File: src/design/prs_pkg.sv
package prs_pkg;

   // Sizes of the route table and of the pin space.
   localparam int NUM_INPUTS = 20;
   localparam int CODE_W = 5;
   localparam int IDX_W = 5;
   localparam int PIN_SPACE = 24;
   localparam int PORT_A_PINS = 6;
   localparam int PORT_B_PINS = 4;
   localparam int PORT_C_PINS = 8;

   // Pin code layout: port in the upper two bits, pin number in the lower three.
   localparam int CODE_PORT_LSB = 3;
   localparam int CODE_PIN_W = 3;
   localparam logic [1:0] PORT_A = 2'h0;
   localparam logic [1:0] PORT_B = 2'h1;
   localparam logic [1:0] PORT_C = 2'h2;

   // Port B pins start at bit four of their port.
   localparam int PORT_B_FIRST_PIN = 4;

   // Bit set for every code that names a pin present on the device.
   localparam logic [23:0] PIN_EXISTS = 24'hFFF03F;

   // Permitted-port masks: bit 0 is port A, bit 1 port B, bit 2 port C.
   localparam logic [2:0] ALLOW_AB = 3'h3;
   localparam logic [2:0] ALLOW_AC = 3'h5;
   localparam logic [2:0] ALLOW_BC = 3'h6;

   // Index of each routed peripheral input in the route table.
   localparam int IDX_EXT_IRQ = 0;
   localparam int IDX_T0_CLK = 1;
   localparam int IDX_T1_CLK = 2;
   localparam int IDX_T1_GATE = 3;
   localparam int IDX_T2_EXT = 4;
   localparam int IDX_T3_CLK = 5;
   localparam int IDX_T3_GATE = 6;
   localparam int IDX_T4_EXT = 7;
   localparam int IDX_T5_CLK = 8;
   localparam int IDX_T5_GATE = 9;
   localparam int IDX_T6_EXT = 10;
   localparam int IDX_MOD_LOW = 11;
   localparam int IDX_MOD_HIGH = 12;
   localparam int IDX_MOD_SRC = 13;
   localparam int IDX_CAPTURE1 = 14;
   localparam int IDX_CAPTURE2 = 15;
   localparam int IDX_CAPTURE3 = 16;
   localparam int IDX_CAPTURE4 = 17;
   localparam int IDX_WG1 = 18;
   localparam int IDX_WG2 = 19;

   // Power-on route codes, one per index, same for every package variant.
   localparam logic [4:0] RESET_CODE [NUM_INPUTS] = '{
      5'h02, 5'h02, 5'h05, 5'h04, 5'h05, 5'h15, 5'h14, 5'h11, 5'h10, 5'h13,
      5'h12, 5'h12, 5'h15, 5'h01, 5'h15, 5'h13, 5'h02, 5'h04, 5'h02, 5'h02
   };

   // Permitted ports, one per index.
   localparam logic [2:0] ALLOWED_PORTS [NUM_INPUTS] = '{
      ALLOW_AB, ALLOW_AB, ALLOW_AC, ALLOW_BC, ALLOW_AC, ALLOW_BC, ALLOW_AC,
      ALLOW_BC, ALLOW_AC, ALLOW_BC, ALLOW_BC, ALLOW_AC, ALLOW_AC, ALLOW_AC,
      ALLOW_BC, ALLOW_BC, ALLOW_BC, ALLOW_BC, ALLOW_BC, ALLOW_BC
   };

endpackage

File: src/design/prs_route_mem.sv
`timescale 1ns/1ps

// Holds one route code per peripheral input, all visible at once for the selectors.
module prs_route_mem (
   // Clock, reset and enable.
   input wire logic clk_sys,
   input wire logic rst,
   input wire logic ce,
   // Write port.
   input wire logic wr_en,
   input wire logic [prs_pkg::IDX_W-1:0] wr_idx,
   input wire logic [prs_pkg::CODE_W-1:0] wr_code,
   // Read port.
   input wire logic [prs_pkg::IDX_W-1:0] rd_idx,
   output logic [prs_pkg::CODE_W-1:0] rd_code,
   // All codes in parallel.
   output logic [prs_pkg::CODE_W-1:0] codes [prs_pkg::NUM_INPUTS]
);

   logic [prs_pkg::CODE_W-1:0] mem_q [prs_pkg::NUM_INPUTS];
   logic [prs_pkg::CODE_W-1:0] mem_d [prs_pkg::NUM_INPUTS];
   logic [prs_pkg::CODE_W-1:0] rd_q;
   logic [prs_pkg::CODE_W-1:0] rd_d;

   // Next contents; an index past the table is dropped so stray writes cannot alias.
   always_comb begin
      mem_d = mem_q;
      rd_d = rd_q;
      if (ce) begin
         if (wr_en && (int'(wr_idx) < prs_pkg::NUM_INPUTS)) begin
            mem_d[wr_idx] = wr_code;
         end
         if (int'(rd_idx) < prs_pkg::NUM_INPUTS) begin
            rd_d = mem_q[rd_idx];
         end else begin
            rd_d = '0;
         end
      end
   end

   // Reset loads each entry's power-on code.
   always_ff @(posedge clk_sys) begin
      if (rst) begin
         mem_q <= prs_pkg::RESET_CODE;
         rd_q <= '0;
      end else begin
         mem_q <= mem_d;
         rd_q <= rd_d;
      end
   end

   assign rd_code = rd_q;
   assign codes = mem_q;

endmodule

File: src/design/prs_route_mux.sv
`timescale 1ns/1ps

// Picks one pin level for one peripheral input; bad codes give low.
module prs_route_mux (
   // Pin levels indexed by route code.
   input wire logic [prs_pkg::PIN_SPACE-1:0] pin_vec,
   // Selection.
   input wire logic [prs_pkg::CODE_W-1:0] code,
   input wire logic [2:0] allowed,
   // Result.
   output logic level
);

   logic [1:0] port;
   logic legal;

   // Port field 11 has no port and fails the range check by itself.
   always_comb begin
      port = code[prs_pkg::CODE_W-1:prs_pkg::CODE_PORT_LSB];
      legal = (port != 2'h3) && allowed[port] && prs_pkg::PIN_EXISTS[code];
      level = legal & pin_vec[code];
   end

endmodule

File: src/design/prs_input_select.sv
`timescale 1ns/1ps

module prs_input_select (
   // Clock, reset and enable.
   input wire logic clk_sys,
   input wire logic rst,
   input wire logic ce,
   // Route code write.
   input wire logic cfg_we,
   input wire logic [prs_pkg::IDX_W-1:0] cfg_idx,
   input wire logic [prs_pkg::CODE_W-1:0] cfg_code,
   // Route code readback.
   input wire logic [prs_pkg::IDX_W-1:0] cfg_rd_idx,
   output logic [prs_pkg::CODE_W-1:0] cfg_rd_code,
   // Device pins, asynchronous.
   input wire logic [prs_pkg::PORT_A_PINS-1:0] pin_a,
   input wire logic [prs_pkg::PORT_B_PINS-1:0] pin_b,
   input wire logic [prs_pkg::PORT_C_PINS-1:0] pin_c,
   // Analog select bits, same clock.
   input wire logic [prs_pkg::PORT_A_PINS-1:0] analog_select_bit_a,
   input wire logic [prs_pkg::PORT_B_PINS-1:0] analog_select_bit_b,
   input wire logic [prs_pkg::PORT_C_PINS-1:0] analog_select_bit_c,
   // Port data reads.
   output logic [prs_pkg::PORT_A_PINS-1:0] port_a_level,
   output logic [prs_pkg::PORT_B_PINS-1:0] port_b_level,
   output logic [prs_pkg::PORT_C_PINS-1:0] port_c_level,
   // Routed peripheral inputs.
   output logic ext_irq_route,
   output logic timer0_clock_in,
   output logic timer1_clock_in,
   output logic timer1_gate_in,
   output logic timer2_ext_in,
   output logic timer3_clock_in,
   output logic timer3_gate_in,
   output logic timer4_ext_in,
   output logic timer5_clock_in,
   output logic timer5_gate_in,
   output logic timer6_ext_in,
   output logic modulator_low_carrier,
   output logic modulator_high_carrier,
   output logic modulator_source,
   output logic capture1_input,
   output logic capture2_input,
   output logic capture3_input,
   output logic capture4_input,
   output logic waveform_gen1_input,
   output logic waveform_gen2_input
);

   localparam int PIN_TOTAL = prs_pkg::PORT_A_PINS + prs_pkg::PORT_B_PINS + prs_pkg::PORT_C_PINS;

   logic [PIN_TOTAL-1:0] pins_raw;
   logic [PIN_TOTAL-1:0] sync1_q;
   logic [PIN_TOTAL-1:0] sync1_d;
   logic [PIN_TOTAL-1:0] sync2_q;
   logic [PIN_TOTAL-1:0] sync2_d;
   logic [PIN_TOTAL-1:0] analog_select_bit_all;
   logic [prs_pkg::PIN_SPACE-1:0] pin_vec;
   logic [prs_pkg::CODE_W-1:0] codes [prs_pkg::NUM_INPUTS];
   logic [prs_pkg::NUM_INPUTS-1:0] sel_level;
   logic [prs_pkg::NUM_INPUTS-1:0] periph_q;
   logic [prs_pkg::NUM_INPUTS-1:0] periph_d;
   logic [PIN_TOTAL-1:0] port_q;
   logic [PIN_TOTAL-1:0] port_d;

   // Pins gathered C, B, A from the top down.
   assign pins_raw = {pin_c, pin_b, pin_a};
   assign analog_select_bit_all = {analog_select_bit_c, analog_select_bit_b, analog_select_bit_a};

   // Two-stage synchroniser; only the second stage is read by other logic.
   always_comb begin
      sync1_d = sync1_q;
      sync2_d = sync2_q;
      if (ce) begin
         sync1_d = pins_raw;
         sync2_d = sync1_q;
      end
   end

   always_ff @(posedge clk_sys) begin
      if (rst) begin
         sync1_q <= '0;
         sync2_q <= '0;
      end else begin
         sync1_q <= sync1_d;
         sync2_q <= sync2_d;
      end
   end

   // Place each pin at the position its route code names; gaps stay low.
   // The routed level is cut while the analog select bit is set; port reads keep it.
   always_comb begin
      pin_vec = '0;
      for (int i = 0; i < prs_pkg::PORT_A_PINS; i++) begin
         pin_vec[(int'(prs_pkg::PORT_A) << prs_pkg::CODE_PIN_W) + i] = sync2_q[i] & ~analog_select_bit_all[i];
      end
      for (int i = 0; i < prs_pkg::PORT_B_PINS; i++) begin
         pin_vec[(int'(prs_pkg::PORT_B) << prs_pkg::CODE_PIN_W) + prs_pkg::PORT_B_FIRST_PIN + i] =
            sync2_q[prs_pkg::PORT_A_PINS + i] & ~analog_select_bit_all[prs_pkg::PORT_A_PINS + i];
      end
      for (int i = 0; i < prs_pkg::PORT_C_PINS; i++) begin
         pin_vec[(int'(prs_pkg::PORT_C) << prs_pkg::CODE_PIN_W) + i] =
            sync2_q[prs_pkg::PORT_A_PINS + prs_pkg::PORT_B_PINS + i]
            & ~analog_select_bit_all[prs_pkg::PORT_A_PINS + prs_pkg::PORT_B_PINS + i];
      end
   end

   // Route table; reset loads the per-input defaults.
   // It holds input routes only, so output routing cannot disturb it.
   prs_route_mem u_mem (
      .clk_sys(clk_sys),
      .rst(rst),
      .ce(ce),
      .wr_en(cfg_we),
      .wr_idx(cfg_idx),
      .wr_code(cfg_code),
      .rd_idx(cfg_rd_idx),
      .rd_code(cfg_rd_code),
      .codes(codes)
   );

   // One selector per input, all reading the same pin vector and encoding.
   genvar g;
   generate
      for (g = 0; g < prs_pkg::NUM_INPUTS; g++) begin : g_sel
         prs_route_mux u_mux (
            .pin_vec(pin_vec),
            .code(codes[g]),
            .allowed(prs_pkg::ALLOWED_PORTS[g]),
            .level(sel_level[g])
         );
      end
   endgenerate

   // Output stage registers every selection together, so shared pins arrive in step.
   // Port reads use the synchronised level, independent of any routing.
   always_comb begin
      periph_d = periph_q;
      port_d = port_q;
      if (ce) begin
         periph_d = sel_level;
         port_d = sync2_q;
      end
   end

   always_ff @(posedge clk_sys) begin
      if (rst) begin
         periph_q <= '0;
         port_q <= '0;
      end else begin
         periph_q <= periph_d;
         port_q <= port_d;
      end
   end

   // Analog functions are wired to their pins outside this block and never pass here.
   assign port_a_level = port_q[prs_pkg::PORT_A_PINS-1:0];
   assign port_b_level = port_q[prs_pkg::PORT_A_PINS +: prs_pkg::PORT_B_PINS];
   assign port_c_level = port_q[prs_pkg::PORT_A_PINS + prs_pkg::PORT_B_PINS +: prs_pkg::PORT_C_PINS];

   // Named outputs taken straight from the output register.
   assign ext_irq_route = periph_q[prs_pkg::IDX_EXT_IRQ];
   assign timer0_clock_in = periph_q[prs_pkg::IDX_T0_CLK];
   assign timer1_clock_in = periph_q[prs_pkg::IDX_T1_CLK];
   assign timer1_gate_in = periph_q[prs_pkg::IDX_T1_GATE];
   assign timer2_ext_in = periph_q[prs_pkg::IDX_T2_EXT];
   assign timer3_clock_in = periph_q[prs_pkg::IDX_T3_CLK];
   assign timer3_gate_in = periph_q[prs_pkg::IDX_T3_GATE];
   assign timer4_ext_in = periph_q[prs_pkg::IDX_T4_EXT];
   assign timer5_clock_in = periph_q[prs_pkg::IDX_T5_CLK];
   assign timer5_gate_in = periph_q[prs_pkg::IDX_T5_GATE];
   assign timer6_ext_in = periph_q[prs_pkg::IDX_T6_EXT];
   assign modulator_low_carrier = periph_q[prs_pkg::IDX_MOD_LOW];
   assign modulator_high_carrier = periph_q[prs_pkg::IDX_MOD_HIGH];
   assign modulator_source = periph_q[prs_pkg::IDX_MOD_SRC];
   assign capture1_input = periph_q[prs_pkg::IDX_CAPTURE1];
   assign capture2_input = periph_q[prs_pkg::IDX_CAPTURE2];
   assign capture3_input = periph_q[prs_pkg::IDX_CAPTURE3];
   assign capture4_input = periph_q[prs_pkg::IDX_CAPTURE4];
   assign waveform_gen1_input = periph_q[prs_pkg::IDX_WG1];
   assign waveform_gen2_input = periph_q[prs_pkg::IDX_WG2];

endmodule

File: config.mk
export PLATFORM = sky130hd
export DESIGN_NAME = prs_input_select
export DESIGN_NICKNAME = d
export VERILOG_FILES = /design/src/design/prs_pkg.sv /design/src/design/prs_route_mem.sv /design/src/design/prs_route_mux.sv /design/src/design/prs_input_select.sv
export SDC_FILE = /design/constraint.sdc
export NUM_CORES = 1
export LEC_CHECK = 0
export BUFFER_PORTS_ARGS = -buffer_cell sky130_fd_sc_hd__clkbuf_2
export CORE_MARGIN = 5
export CORE_UTILIZATION = 45
export DETAILED_ROUTE_END_ITERATION = 7
export PLACE_DENSITY = 0.68
export SETUP_SLACK_MARGIN = 0.05
export SKIP_LAST_GASP = 1
export SLEW_MARGIN = 10
export SYNTH_ARGS = -nofsm -noshare
export SYNTH_HDL_FRONTEND = slang
export SYNTH_HIERARCHICAL = 1
export SYNTH_SLANG_ARGS = --single-unit
File: constraint.sdc
create_clock -name clk_sys -period 3.6 [get_ports clk_sys]
set_clock_uncertainty 0.05 [all_clocks]
set_input_delay 0.18 -clock clk_sys [delete_from_list [all_inputs] [get_ports clk_sys]]
set_output_delay 0.18 -clock clk_sys [all_outputs]
set_load 0.005 [all_outputs]
==> metrics.md, run 1 <==
| Metric | Value |
|---|---|
| Status | `finished clean` |
| Distinct cells, synth | `36` |
| Required @ worst endpoint | `3.87 ns` |
| Post-synthesis sequential element count | `between 150 and 200` |
| Inserted Clock Buffers | `17` |
| GRT met3 Usage | `~6.3%` |
| CTS tree | `yes` |
| Postcts setup bufs | `0` |
| PwrDens | `between 300 and 400 nW/µm²` |
| Avg Vias per Cell | `~5.9` |
| Worst setup margin | `approximately 1.4 ns` |
| Hold WC Path Type | `primary input to flop` |
| Maximum vdd drop | `about 0.32 mV` |
| Bufs on Longest Clock Path | `2` |
| Setup TNS | `0 ns` |
| IO Count | `~100` |
| Finished Layout Cells | `around 1700` |
| Routed wire per std cell | `about 21 µm` |
| Psw | `approximately 1300 µW` |
| Mapped Cells | `~1100` |
| Gr busiest metal | `met2` |
| Mux contribution to synthesized area | `between 30% and 40%` |
| Worst-path clk slew | `~0.09 ns` |
| XOR/XNOR share of the synthesized area | `0%` |
| Slew margin rel. | `between 40 and 50%` |
| Clk root buf | `clkbuf_16` |
| Final Hold Fails | `0` |
| Die height | `168 µm` |
| Die W | `168 µm` |
| Largest area contributor in the netlist | `dfxtp_1` |
| Seq/Total Area, Yosys | `between 30% and 40%` |
| Vias in the first global route | `9486` |
| Clock sink total | `between 150 and 200` |
| Die area | `28300 µm²` |
| GRT Residual Overflow | `0` |
| Adder-cell share of the synthesized area | `0%` |
| HP Start | `cfg_rd_idx[4]` |
| Reg2reg path depth | `8` |
| DP Area | `12200 µm²` |
| Largest family of logic cells by synthesized area | `multiplexers` |
| Routing usage on met2 | `approximately 37%` |
| Worst Path Max Fanout | `20` |
| Commonest cells after routing, fill and taps aside | `mux2i_1, nor2_1, dfxtp_1, conb_1, clkbuf_2` |
| Max-cap violation count | `0` |
| Worst Hold Depth | `4` |
| GPL Wtd Cong | `between 0.9 and 1` |
| Commonest non-fill, non-tap cell in the layout | `mux2i_1` |
| Total wire length | `approximately 35 mm` |
| Fmax | `~460 MHz` |
| Actual slew at the worst max-slew pin | `between 0.8 and 0.9 ns` |
| DR DRC count | `0` |
| Cells after DPL | `around 1600` |
| Syn avg cell area | `slightly below 10 µm²` |
| Worst R2R Start | `sync2_q[3]` |
| Input/output buffers | `between 90 and 100` |
| Cell-internal power | `~3200 µW` |
| Synth Warn # | `6` |
| Share of the synthesized area in the top cell type | `around a third` |
| Fin area | `between 10000 and 15000 µm²` |
| DR iter-0 viols | `about 1000` |
| Cell Rows | `between 50 and 60` |
| Crit path DAT | `roughly 2.4 ns` |
| Nets@finish | `approximately 1400` |
| Switching share of power | `just under 30%` |
| RSZ-0062 raised after global routing | `false` |
| Critical path endpoint category | `flop` |
| LEAKAGE | `between 0.005 and 0.006 µW` |
| Kind of start point of the critical path | `flop` |
| Dpl ws | `1.48 ns` |
| Critical path class | `flop to flop` |
| Compound-Gate Fraction of Synth Area | `around 6.5%` |
| CP startpoint | `sync2_q[3]` |
| Period utilization | `between 60 and 70%` |
| Area growth syn-to-layout | `15.7%` |
| Final min period | `2.17 ns` |
| Mapped cell area | `11300 µm²` |
| Ranking of synthesized cells by area | `dfxtp_1, mux2i_1, nor2_1` |
| Initial antenna violation count | `3` |
| Via count | `between 9000 and 10000` |
| Post-DP HPWL | `22.3 mm` |
| Clock latency on the worst-skew pair | `0.46 ns` |
| Tot Pwr | `about 4500 µW` |
| Core Area | `24900 µm²` |
| Final setup viols | `0` |
| DRT antenna net count | `0` |
| Simple-Gate Fraction of Synth Area | `between 20% and 30%` |
| Sequential share of power | `45.1%` |
| Htree depth | `4` |
| Power share of the combinational group | `around 9.2%` |
| Starting Density | `a little under half` |
| Final Max Tran Viols | `0` |
| Largest net degree at the start of global routing | `between 70 and 80` |
| Pre-antenna DRT Iters | `7` |
| Fraction of layout cells with a size suffix above 1 | `14.0%` |
| GRT Util Overall | `around a quarter` |
| Clock power frac | `between 40% and 50%` |
| Global-route wire length before repair | `53.9 mm` |
| M1 GR Usage | `32.7%` |
[synthesized netlist by cell type]
cell and count:
a211o_1 36, a22oi_1 22, and2_0 1, and3b_1 20, and4b_1 1, buf_1 7, buf_12 6, buf_2 9
buf_4 2, buf_6 22, clkbuf_1 25, conb_1 2, dfxtp_1 179, inv_1 4, mux2_2 1, mux2i_1 272
mux4_1 20, mux4_2 28, nand2_1 23, nand2b_1 4, nand3_1 43, nand4_1 23, nand4b_1 1, nor2_1 185
nor2b_1 57, nor3_1 61, nor3_2 3, nor3_4 3, nor3b_1 2, nor4_1 20, nor4_4 2, nor4b_1 21
nor4bb_1 1, o21ai_0 20, o31ai_1 20, or3b_1 1
[path summary, 6_finish.rpt]
kind | endpoint | slack (ns)
max | periph_q[0] | 1.43
min | u_mem/rd_code[1] | 0.08
max reg2reg | periph_q[0] | 1.43
min reg2reg | periph_q[17] | 0.45
[registers in the layout (all words and copies together) (netlist names)]
signal and cells:
u_mem/codes 100, periph_q 20, port_q 18, sync1_q 18
sync2_q 18, u_mem/rd_code 5
[critical path: stages (launching register included)]
cell and delay (ns):
dfxtp_1 0.33, nor2b_1 0.12, buf_4 0.21, mux4_2 0.49
and3b_1 0.18, nor4_1 0.32, o31ai_1 0.12, mux2i_1 0.14
nor2_1 0.05
[cell type report]
type                            instances  area, µm²
Antenna cell                            1       2.50
Clock buffer                           17        425
Clock inverter                         15        231
Fill cell                            2289      11900
Inverter                                4       15.0
Multi-Input combinational cell        991       7490
Sequential cell                       179       3580
Tap cell                              330        413
Timing Repair Buffer                  139        872
[cells by family (layout without fill, tap and decap cells)]
group,count (synthesis),count (layout)
AO/OA/AOI/OAI,98,98
other,2,101
AND/OR/NAND/NOR,472,472
multiplexers,321,321
flip-flops,179,179
buffers and inverters,75,175
[metal layers]
layer / vias up / wire length, µm
met3: 104 / 3710
met2: 512 / 15300
met5: - / 34
met1: 4689 / 14700
met4: 4 / 1240
li1: 4566 / -
[stage by stage]
stage / util (%) / hold slack [ns]
2_1_floorplan: - / 0.248
3_3_place_gp: 48.9 / 0.363
3_5_place_dp: 48.9 / 0.373
4_1_cts: 52.3 / 0.0545
5_1_grt: 52.3 / 0.0836
6_report: 52.3 / 0.0769
[power by group through the flow]
stage          clock network [µW]  registers [µW]  logic [µW]
3_3_place_gp                    0            2090         382
3_5_place_dp                    0            2090         385
5_1_grt                      2180            2050         443
4_1_cts                      2100            2040         404
2_1_floorplan                   0            2080         277
6_report                     2070            2040         414
[what timing repair did]
item                                   4_1_cts  5_1_grt
endpoints found under the hold margin       35        0
hold buffers                                20        0
gates resized for setup                      0        0
Power figures use the tool's default switching activity.
==> run 2: changes to the inputs <==
ABC_AREA = 1   (was not set)
clock period = 2.2 ns   (was 3.6 ns; I/O delays follow)
==> metrics.md, run 2 <==
| Metric | Value |
|---|---|
| LEAKAGE | `0.00711 µW (was 0.00568 µW)` |
| Cell Rows | `61 (was 58)` |
| GPL Wtd Cong | `0.928 (was 0.962)` |
| Max-cap violation count | `0 (unchanged)` |
| CP peak stage delay | `0.34 ns (was 0.49 ns)` |
| Max reg flops | `100 (unchanged)` |
| Post-synth top cells | `nand2_1, nand3_1, inv_1, nor2_1, dfxtp_1 (was mux2i_1, nor2_1, dfxtp_1, nor3_1, nor2b_1)` |
| Worst setup margin | `0.464 ns (was 1.43 ns)` |
| Fillers | `2889 (was 2289)` |
| GRT Residual Overflow | `0 (unchanged)` |
| Die W | `177 µm (was 168 µm)` |
| Nets@finish | `2370 (was 1387)` |
| Die height | `177 µm (was 168 µm)` |
| Kind of start point of the critical path | `flop (unchanged)` |
| Leading register cell type out of synthesis | `dfxtp_1 (unchanged)` |
| IO Count | `98 (unchanged)` |
| Post-DP HPWL | `29.4 mm (was 22.3 mm)` |
| Syn avg cell area | `5.82 µm² (was 9.82 µm²)` |
| Clock sink total | `179 (unchanged)` |
| N_diodes | `0 (was 1)` |
| Distinct cells, synth | `30 (was 36)` |
| Htree depth | `4 (unchanged)` |
| Clock power frac | `41.4% (was 45.7%)` |
| Critical-path top delay cell | `buf_4 (was mux4_2)` |
| Via count | `14000 (was 9875)` |
| Vias in the first global route | `12500 (was 9486)` |
| FF+latch area | `3580 µm² (unchanged)` |
| Mapped Cells | `2162 (was 1147)` |
| Period utilization | `78.9% (was 60.3%)` |
| HP Start | `rst (was cfg_rd_idx[4])` |
| Post-synthesis sequential element count | `179 (unchanged)` |
| Maximum vdd drop | `0.428 mV (was 0.317 mV)` |
| Worst R2R Start | `sync2_q[13] (was sync2_q[3])` |
| Critical path class | `flop to flop (unchanged)` |
| Dpl ws | `0.433 ns (was 1.48 ns)` |
| CP startpoint | `sync2_q[13] (was sync2_q[3])` |
| Inserted Clock Buffers | `17 (unchanged)` |
| Ys async rst share | `0% (unchanged)` |
| Cell-internal power | `5330 µW (was 3180 µW)` |
| Clock latency on the worst-skew pair | `0.45 ns (was 0.46 ns)` |
| Worst-path cell chain | `inv_1 > nor2_2 > buf_4 > nand2_1 > nand3_2 > nand3_1 > nand3_1 > nand3_1 > nand2_1 > inv_1 > nand2_1 > nand2_1 > nor2_1 (was nor2b_1 > buf_4 > mux4_2 > and3b_1 > nor4_1 > o31ai_1 > mux2i_1 > nor2_1)` |
| DR iter-0 viols | `1395 (was 1011)` |
| Sequential share of power | `44.2% (was 45.1%)` |
| Largest family of logic cells by synthesized area | `simple AND/OR/NAND/NOR gates (was multiplexers)` |
| GRT Util Overall | `26.7% (was 24.0%)` |
| Actual slew at the worst max-slew pin | `0.698 ns (was 0.884 ns)` |
| Adder-cell share of the synthesized area | `0% (unchanged)` |
| Post-synth EDFFs | `0 (unchanged)` |
| Critical path endpoint category | `flop (unchanged)` |
| Routed wire per std cell | `15.9 µm (was 20.9 µm)` |
| Avg Vias per Cell | `5.17 (was 5.89)` |
| CTS tree | `yes (unchanged)` |
| Fraction of layout cells with a size suffix above 1 | `13.3% (was 14.0%)` |
| Global-route wire length before repair | `66.5 mm (was 53.9 mm)` |
| Worst-path clk slew | `0.08 ns (was 0.09 ns)` |
| DR DRC count | `0 (unchanged)` |
| Psw | `2370 µW (was 1340 µW)` |
| Starting Density | `45.4% (was 45.3%)` |
| Simple-Gate Fraction of Synth Area | `46.8% (was 22.1%)` |
| Hold Slack | `0.0550 ns (was 0.0769 ns)` |
| Reg2reg path depth | `13 (was 8)` |
| Mapped cell area | `12600 µm² (was 11300 µm²)` |
| Initial antenna violation count | `0 (was 3)` |
| Top-count cell post-synth | `nand2_1 (was mux2i_1)` |
| Ranking of synthesized cells by area | `dfxtp_1, nand2_1, nand3_1 (was dfxtp_1, mux2i_1, nor2_1)` |
| Final min period | `1.74 ns (was 2.17 ns)` |
| Pre-antenna DRT Iters | `6 (was 7)` |
| DRT antenna net count | `0 (unchanged)` |
| Hold WC Path Type | `primary input to flop (unchanged)` |
| Total wire length | `43.0 mm (was 35.0 mm)` |
| Final setup viols | `0 (unchanged)` |
| Slew margin rel. | `53.4% (was 40.6%)` |
| Die area | `31400 µm² (was 28300 µm²)` |
| Final Hold Fails | `0 (unchanged)` |
| Synth Warn # | `6 (unchanged)` |
| Power share of the combinational group | `14.4% (was 9.2%)` |
| Compound-Gate Fraction of Synth Area | `11.1% (was 6.49%)` |
| Worst Hold Depth | `2 (was 4)` |
| Commonest cells after routing, fill and taps aside | `nand2_1, nand3_1, inv_1, nor2_1, dfxtp_1 (was mux2i_1, nor2_1, dfxtp_1, conb_1, clkbuf_2)` |
| Area taken by multi-input logic gates | `7530 µm² (was 7490 µm²)` |
| RSZ-0062 raised after global routing | `false (unchanged)` |
| XOR/XNOR share of the synthesized area | `0% (unchanged)` |
| PwrDens | `534 nW/µm² (was 347 nW/µm²)` |
| Seq/Total Area, Yosys | `28.5% (was 31.8%)` |
| Required @ worst endpoint | `2.54 ns (was 3.87 ns)` |
| Final Max Tran Viols | `0 (unchanged)` |
| Setup TNS | `0 ns (unchanged)` |
| Largest area contributor in the netlist | `dfxtp_1 (unchanged)` |
| Crit path top cell by count | `nand2_1` |
| Share of the synthesized area in the top cell type | `28.5% (was 31.8%)` |
| Fmax | `576 MHz (was 461 MHz)` |
| Status | `finished clean (unchanged)` |
| Core Area | `27700 µm² (was 24900 µm²)` |
| Clk root buf | `clkbuf_16 (unchanged)` |
| Commonest non-fill, non-tap cell in the layout | `nand2_1 (was mux2i_1)` |
| Worst Path Max Fanout | `20 (unchanged)` |
| Crit path DAT | `2.08 ns (was 2.44 ns)` |
| Bufs on Longest Clock Path | `2 (unchanged)` |
| Mux contribution to synthesized area | `0% (was 34.5%)` |
| Largest net degree at the start of global routing | `155 (was 75)` |
| Area growth syn-to-layout | `14.3% (was 15.7%)` |
| Input/output buffers | `97 (unchanged)` |
| Switching share of power | `30.8% (was 29.7%)` |
==> run 2: cell types whose count changed in the layout (fill, tap and decap cells not counted), moves of 73 or more <==
| cell | change |
|---|---|
| o21ai_0 | +88 |
| a21oi_1 | +73 |
| nand3_1 | +212 |
| inv_1 | +229 |
| mux2i_1 | -272 |
| nand2_1 | +736 |
==> run 2: power groups by stage <==
| stage | sequential (µW) | combinational (µW) | clock [µW] |
|---|---|---|---|
| finish | 3400 | 1110 | 3180 |
| global route | 3420 | 1230 | 3350 |
| CTS | 3400 | 1090 | 3220 |
| detailed placement | 3480 | 1060 | 0 |
| global placement | 3480 | 1050 | 0 |
| floorplan | 3460 | 703 | 0 |
==> run 2: stage by stage <==
step | utilization [%] | cells | power [µW] | cell area [µm²]
3_3_place_gp | 49.2 | 2656 | 4530 | 13600
2_1_floorplan | - | 2220 | 4170 | 12800
4_1_cts | 52.0 | 2705 | 7720 | 14400
5_1_grt | 52.0 | 2705 | 8000 | 14400
6_report | 52.0 | 2705 | 7700 | 14400
3_5_place_dp | 49.2 | 2656 | 4540 | 13600
==> run 2: per-layer routing <==
metal	GRT usage (%)	wire length, µm
met4	12.1	1720
met1	33.4	17600
met2	45.6	20500
met3	3.74	3280
met5	0	0
==> run 2: worst paths after layout <==
path	endpoint	slack (ns)
hold / removal	u_mem/rd_code[1]	0.06
setup reg to reg	periph_q[14]	0.46
setup / recovery	periph_q[14]	0.46
hold reg to reg	sync2_q[0]	0.42
==> run 2: kinds of logic (layout without fill, tap and decap cells) <==
logic type	count (synthesis)	in the layout
AOI/OAI and AO/OA	245	245
buffers and inverters	379	486
and+or+nand+nor	1357	1357
other	2	60
DFF	179	179
==> run 2: what timing repair did <==
item | in CTS | in global routing
hold buffers | 18 | 0
gates resized for setup | 0 | 0
buffers inserted | 0 | 0
hold endpoints to repair | 18 | 0
==> run 2: cell type report <==
| type | instances | area share [%] |
|---|---|---|
| multi-input combinational | 1662 | 52.3 |
| sequential | 179 | 24.9 |
| inverter | 301 | 8.54 |
| timing repair buffer | 154 | 6.93 |
| tap | 378 | 3.28 |
| clock buffer | 17 | 2.95 |
| clock inverter | 14 | 1.09 |
==> run 2: worst max-delay path: cells and delay by family (launching register included) <==
kind | cells | cell delay, ns
buffers and inverters | 3 | 0.44
flip-flops | 1 | 0.33
AND/OR/NAND/NOR | 10 | 0.84
==> run 3: changes to the inputs <==
ABC_AREA = 0   (was 1)
PLACE_DENSITY = 0.7   (was 0.68)
clock period = 1.5 ns   (was 2.2 ns; I/O delays follow)
==> metrics.md, run 3 (synthesis gave the netlist of run 1 again) <==
| Metric | Value |
|---|---|
| Initial antenna violation count | `2 (was 0)` |
| Commonest non-fill, non-tap cell in the layout | `mux2i_1 (was nand2_1)` |
| Actual slew at the worst max-slew pin | `0.701 ns (was 0.698 ns)` |
| Pre-antenna DRT Iters | `5 (was 6)` |
| LEAKAGE | `0.00652 µW (was 0.00711 µW)` |
| Die W | `168 µm (was 177 µm)` |
| RSZ-0062 raised after global routing | `true (was false)` |
| Period utilization | `128% (was 78.9%)` |
| Vias in the first global route | `10400 (was 12500)` |
| Nets@finish | `1540 (was 2370)` |
| Routed wire per std cell | `21.4 µm (was 15.9 µm)` |
| IO Count | `98 (unchanged)` |
| Cell Rows | `58 (was 61)` |
| DRT antenna net count | `0 (unchanged)` |
| Worst-path clk slew | `0.08 ns (about the same)` |
| DR DRC count | `0 (unchanged)` |
| Input/output buffers | `97 (unchanged)` |
| Crit path DAT | `2.25 ns (was 2.08 ns)` |
| Clk root buf | `clkbuf_16 (unchanged)` |
| CP peak stage delay | `0.45 ns (was 0.34 ns)` |
| Core Area | `24900 µm² (was 27700 µm²)` |
| Worst setup margin | `-0.420 ns (was 0.464 ns)` |
| Final setup viols | `21 (was 0)` |
| PwrDens | `728 nW/µm² (was 534 nW/µm²)` |
| Global-route wire length before repair | `57.6 mm (was 66.5 mm)` |
| Htree depth | `4 (unchanged)` |
| Status | `finished with violations (was finished clean)` |
| Die height | `168 µm (was 177 µm)` |
| Post-DP HPWL | `24.4 mm (was 29.4 mm)` |
| Bufs on Longest Clock Path | `2 (unchanged)` |
| Required @ worst endpoint | `1.83 ns (was 2.54 ns)` |
| Via count | `10700 (was 14000)` |
| Critical-path top delay cell | `nor2b_4 (was buf_4)` |
| Critical path class | `flop to flop (unchanged)` |
| Starting Density | `45.3% (was 45.4%)` |
| GRT Util Overall | `25.8% (was 26.7%)` |
| Final Max Tran Viols | `0 (unchanged)` |
| Fraction of layout cells with a size suffix above 1 | `27.4% (was 13.3%)` |
| Area growth syn-to-layout | `31.7% (was 14.3%)` |
| DR iter-0 viols | `1140 (was 1395)` |
| Maximum vdd drop | `0.713 mV (was 0.428 mV)` |
| Final min period | `1.92 ns (was 1.74 ns)` |
| Max reg flops | `100 (unchanged)` |
| Avg Vias per Cell | `5.85 (was 5.17)` |
| Total wire length | `39.1 mm (was 43.0 mm)` |
| Hold WC Path Type | `primary input to flop (unchanged)` |
| GRT Residual Overflow | `0 (unchanged)` |
| Commonest cells after routing, fill and taps aside | `mux2i_1, nor2_1, dfxtp_1, buf_4, conb_1 (was nand2_1, nand3_1, inv_1, nor2_1, dfxtp_1)` |
| Clock latency on the worst-skew pair | `0.45 ns (about the same)` |
| Largest net degree at the start of global routing | `129 (was 155)` |
| Fmax | `521 MHz (was 576 MHz)` |
| Dpl ws | `-0.393 ns (was 0.433 ns)` |
| Kind of start point of the critical path | `flop (unchanged)` |
| Max-cap violation count | `0 (unchanged)` |
| Final Hold Fails | `0 (unchanged)` |
| Die area | `28300 µm² (was 31400 µm²)` |
| Clock sink total | `179 (unchanged)` |
| DP Area | `13500 µm² (was 13600 µm²)` |
| Worst Path Max Fanout | `15 (was 20)` |
| Inserted Clock Buffers | `17 (unchanged)` |
| Fin area | `14800 µm² (was 14400 µm²)` |
| Worst-path cell chain | `nor2b_4 > mux4_2 > and3b_1 > nor4_2 > o31ai_1 > mux2i_1 > nor2_1 (was inv_1 > nor2_2 > buf_4 > nand2_1 > nand3_2 > nand3_1 > nand3_1 > nand3_1 > nand2_1 > inv_1 > nand2_1 > nand2_1 > nor2_1)` |
| Failing checks | `negative setup slack` |
| Slew margin rel. | `53.2% (was 53.4%)` |
| Critical path endpoint category | `flop (unchanged)` |
| GPL Wtd Cong | `0.990 (was 0.928)` |
| CTS tree | `yes (unchanged)` |
==> run 3: where the power goes <==
part / switching (µW) / internal, µW / leakage (µW)
logic: 700 / 546 / 0.00477
registers: 60.6 / 4820 / 0.00145
clock network: 2360 / 2300 / 0.000301
total: 3120 / 7670 / 0.00652
==> run 3: layout make-up <==
cell class	count	area, µm²
Inverter	4	15.0
Fill cell	2036	10100
Multi-Input combinational cell	991	7660
Antenna cell	1	2.50
Clock buffer	17	425
Sequential cell	179	3620
Timing Repair Buffer	292	2500
Tap cell	330	413
Clock inverter	15	191
==> run 3: through the flow <==
step	utilization (%)	setup TNS, ns	hold slack [ns]	cells	total power (µW)
floorplan	-	-0.604	0.143	1245	5670
global placement	54.4	-10.69	0.264	1751	6090
detailed placement	54.4	-12.03	0.271	1751	6110
CTS	58.3	-5.39	0.0179	1810	10800
global route	59.6	-7.59	0.0113	1829	11100
finish	59.6	-6.04	0.0165	1829	10800
==> run 3: timing repair <==
item | 4_1_cts | 5_1_grt
endpoints found under the hold margin | 18 | 0
buffers inserted | 7 | 16
gates resized for setup | 10 | 21
gates cloned | 2 | 4
pin swaps | 8 | 10
setup endpoints to repair | 21 | 22
hold buffers | 18 | 0
==> run 3: final timing paths <==
path | startpoint | to | slack [ns] | cells past startpoint
setup reg to reg | sync2_q[0] | periph_q[13] | -0.42 | 7
hold reg to reg | sync1_q[4] | sync1_q[4] | 0.45 | 2
hold / removal | rst | u_mem/codes[13] | 0.02 | 3
setup / recovery | sync2_q[0] | periph_q[13] | -0.42 | 7
==> run 3: metal layers <==
| metal | up-vias | share of wire (%) | GRT usage [%] |
|---|---|---|---|
| met2 | 536 | 48 | 43.5 |
| li1 | 4889 | - | - |
| met3 | 132 | 8.4 | 5.10 |
| met4 | 2 | 4.3 | 10.9 |
| met5 | - | 0.026 | 0 |
| met1 | 5147 | 39 | 32.3 |
==> run 3: critical path: cells and delay by family, from the launching register on <==
family	cells	cell delay (ns)
simple gates	4	0.77
mux	2	0.42
flops	1	0.36
compound gates	1	0.24
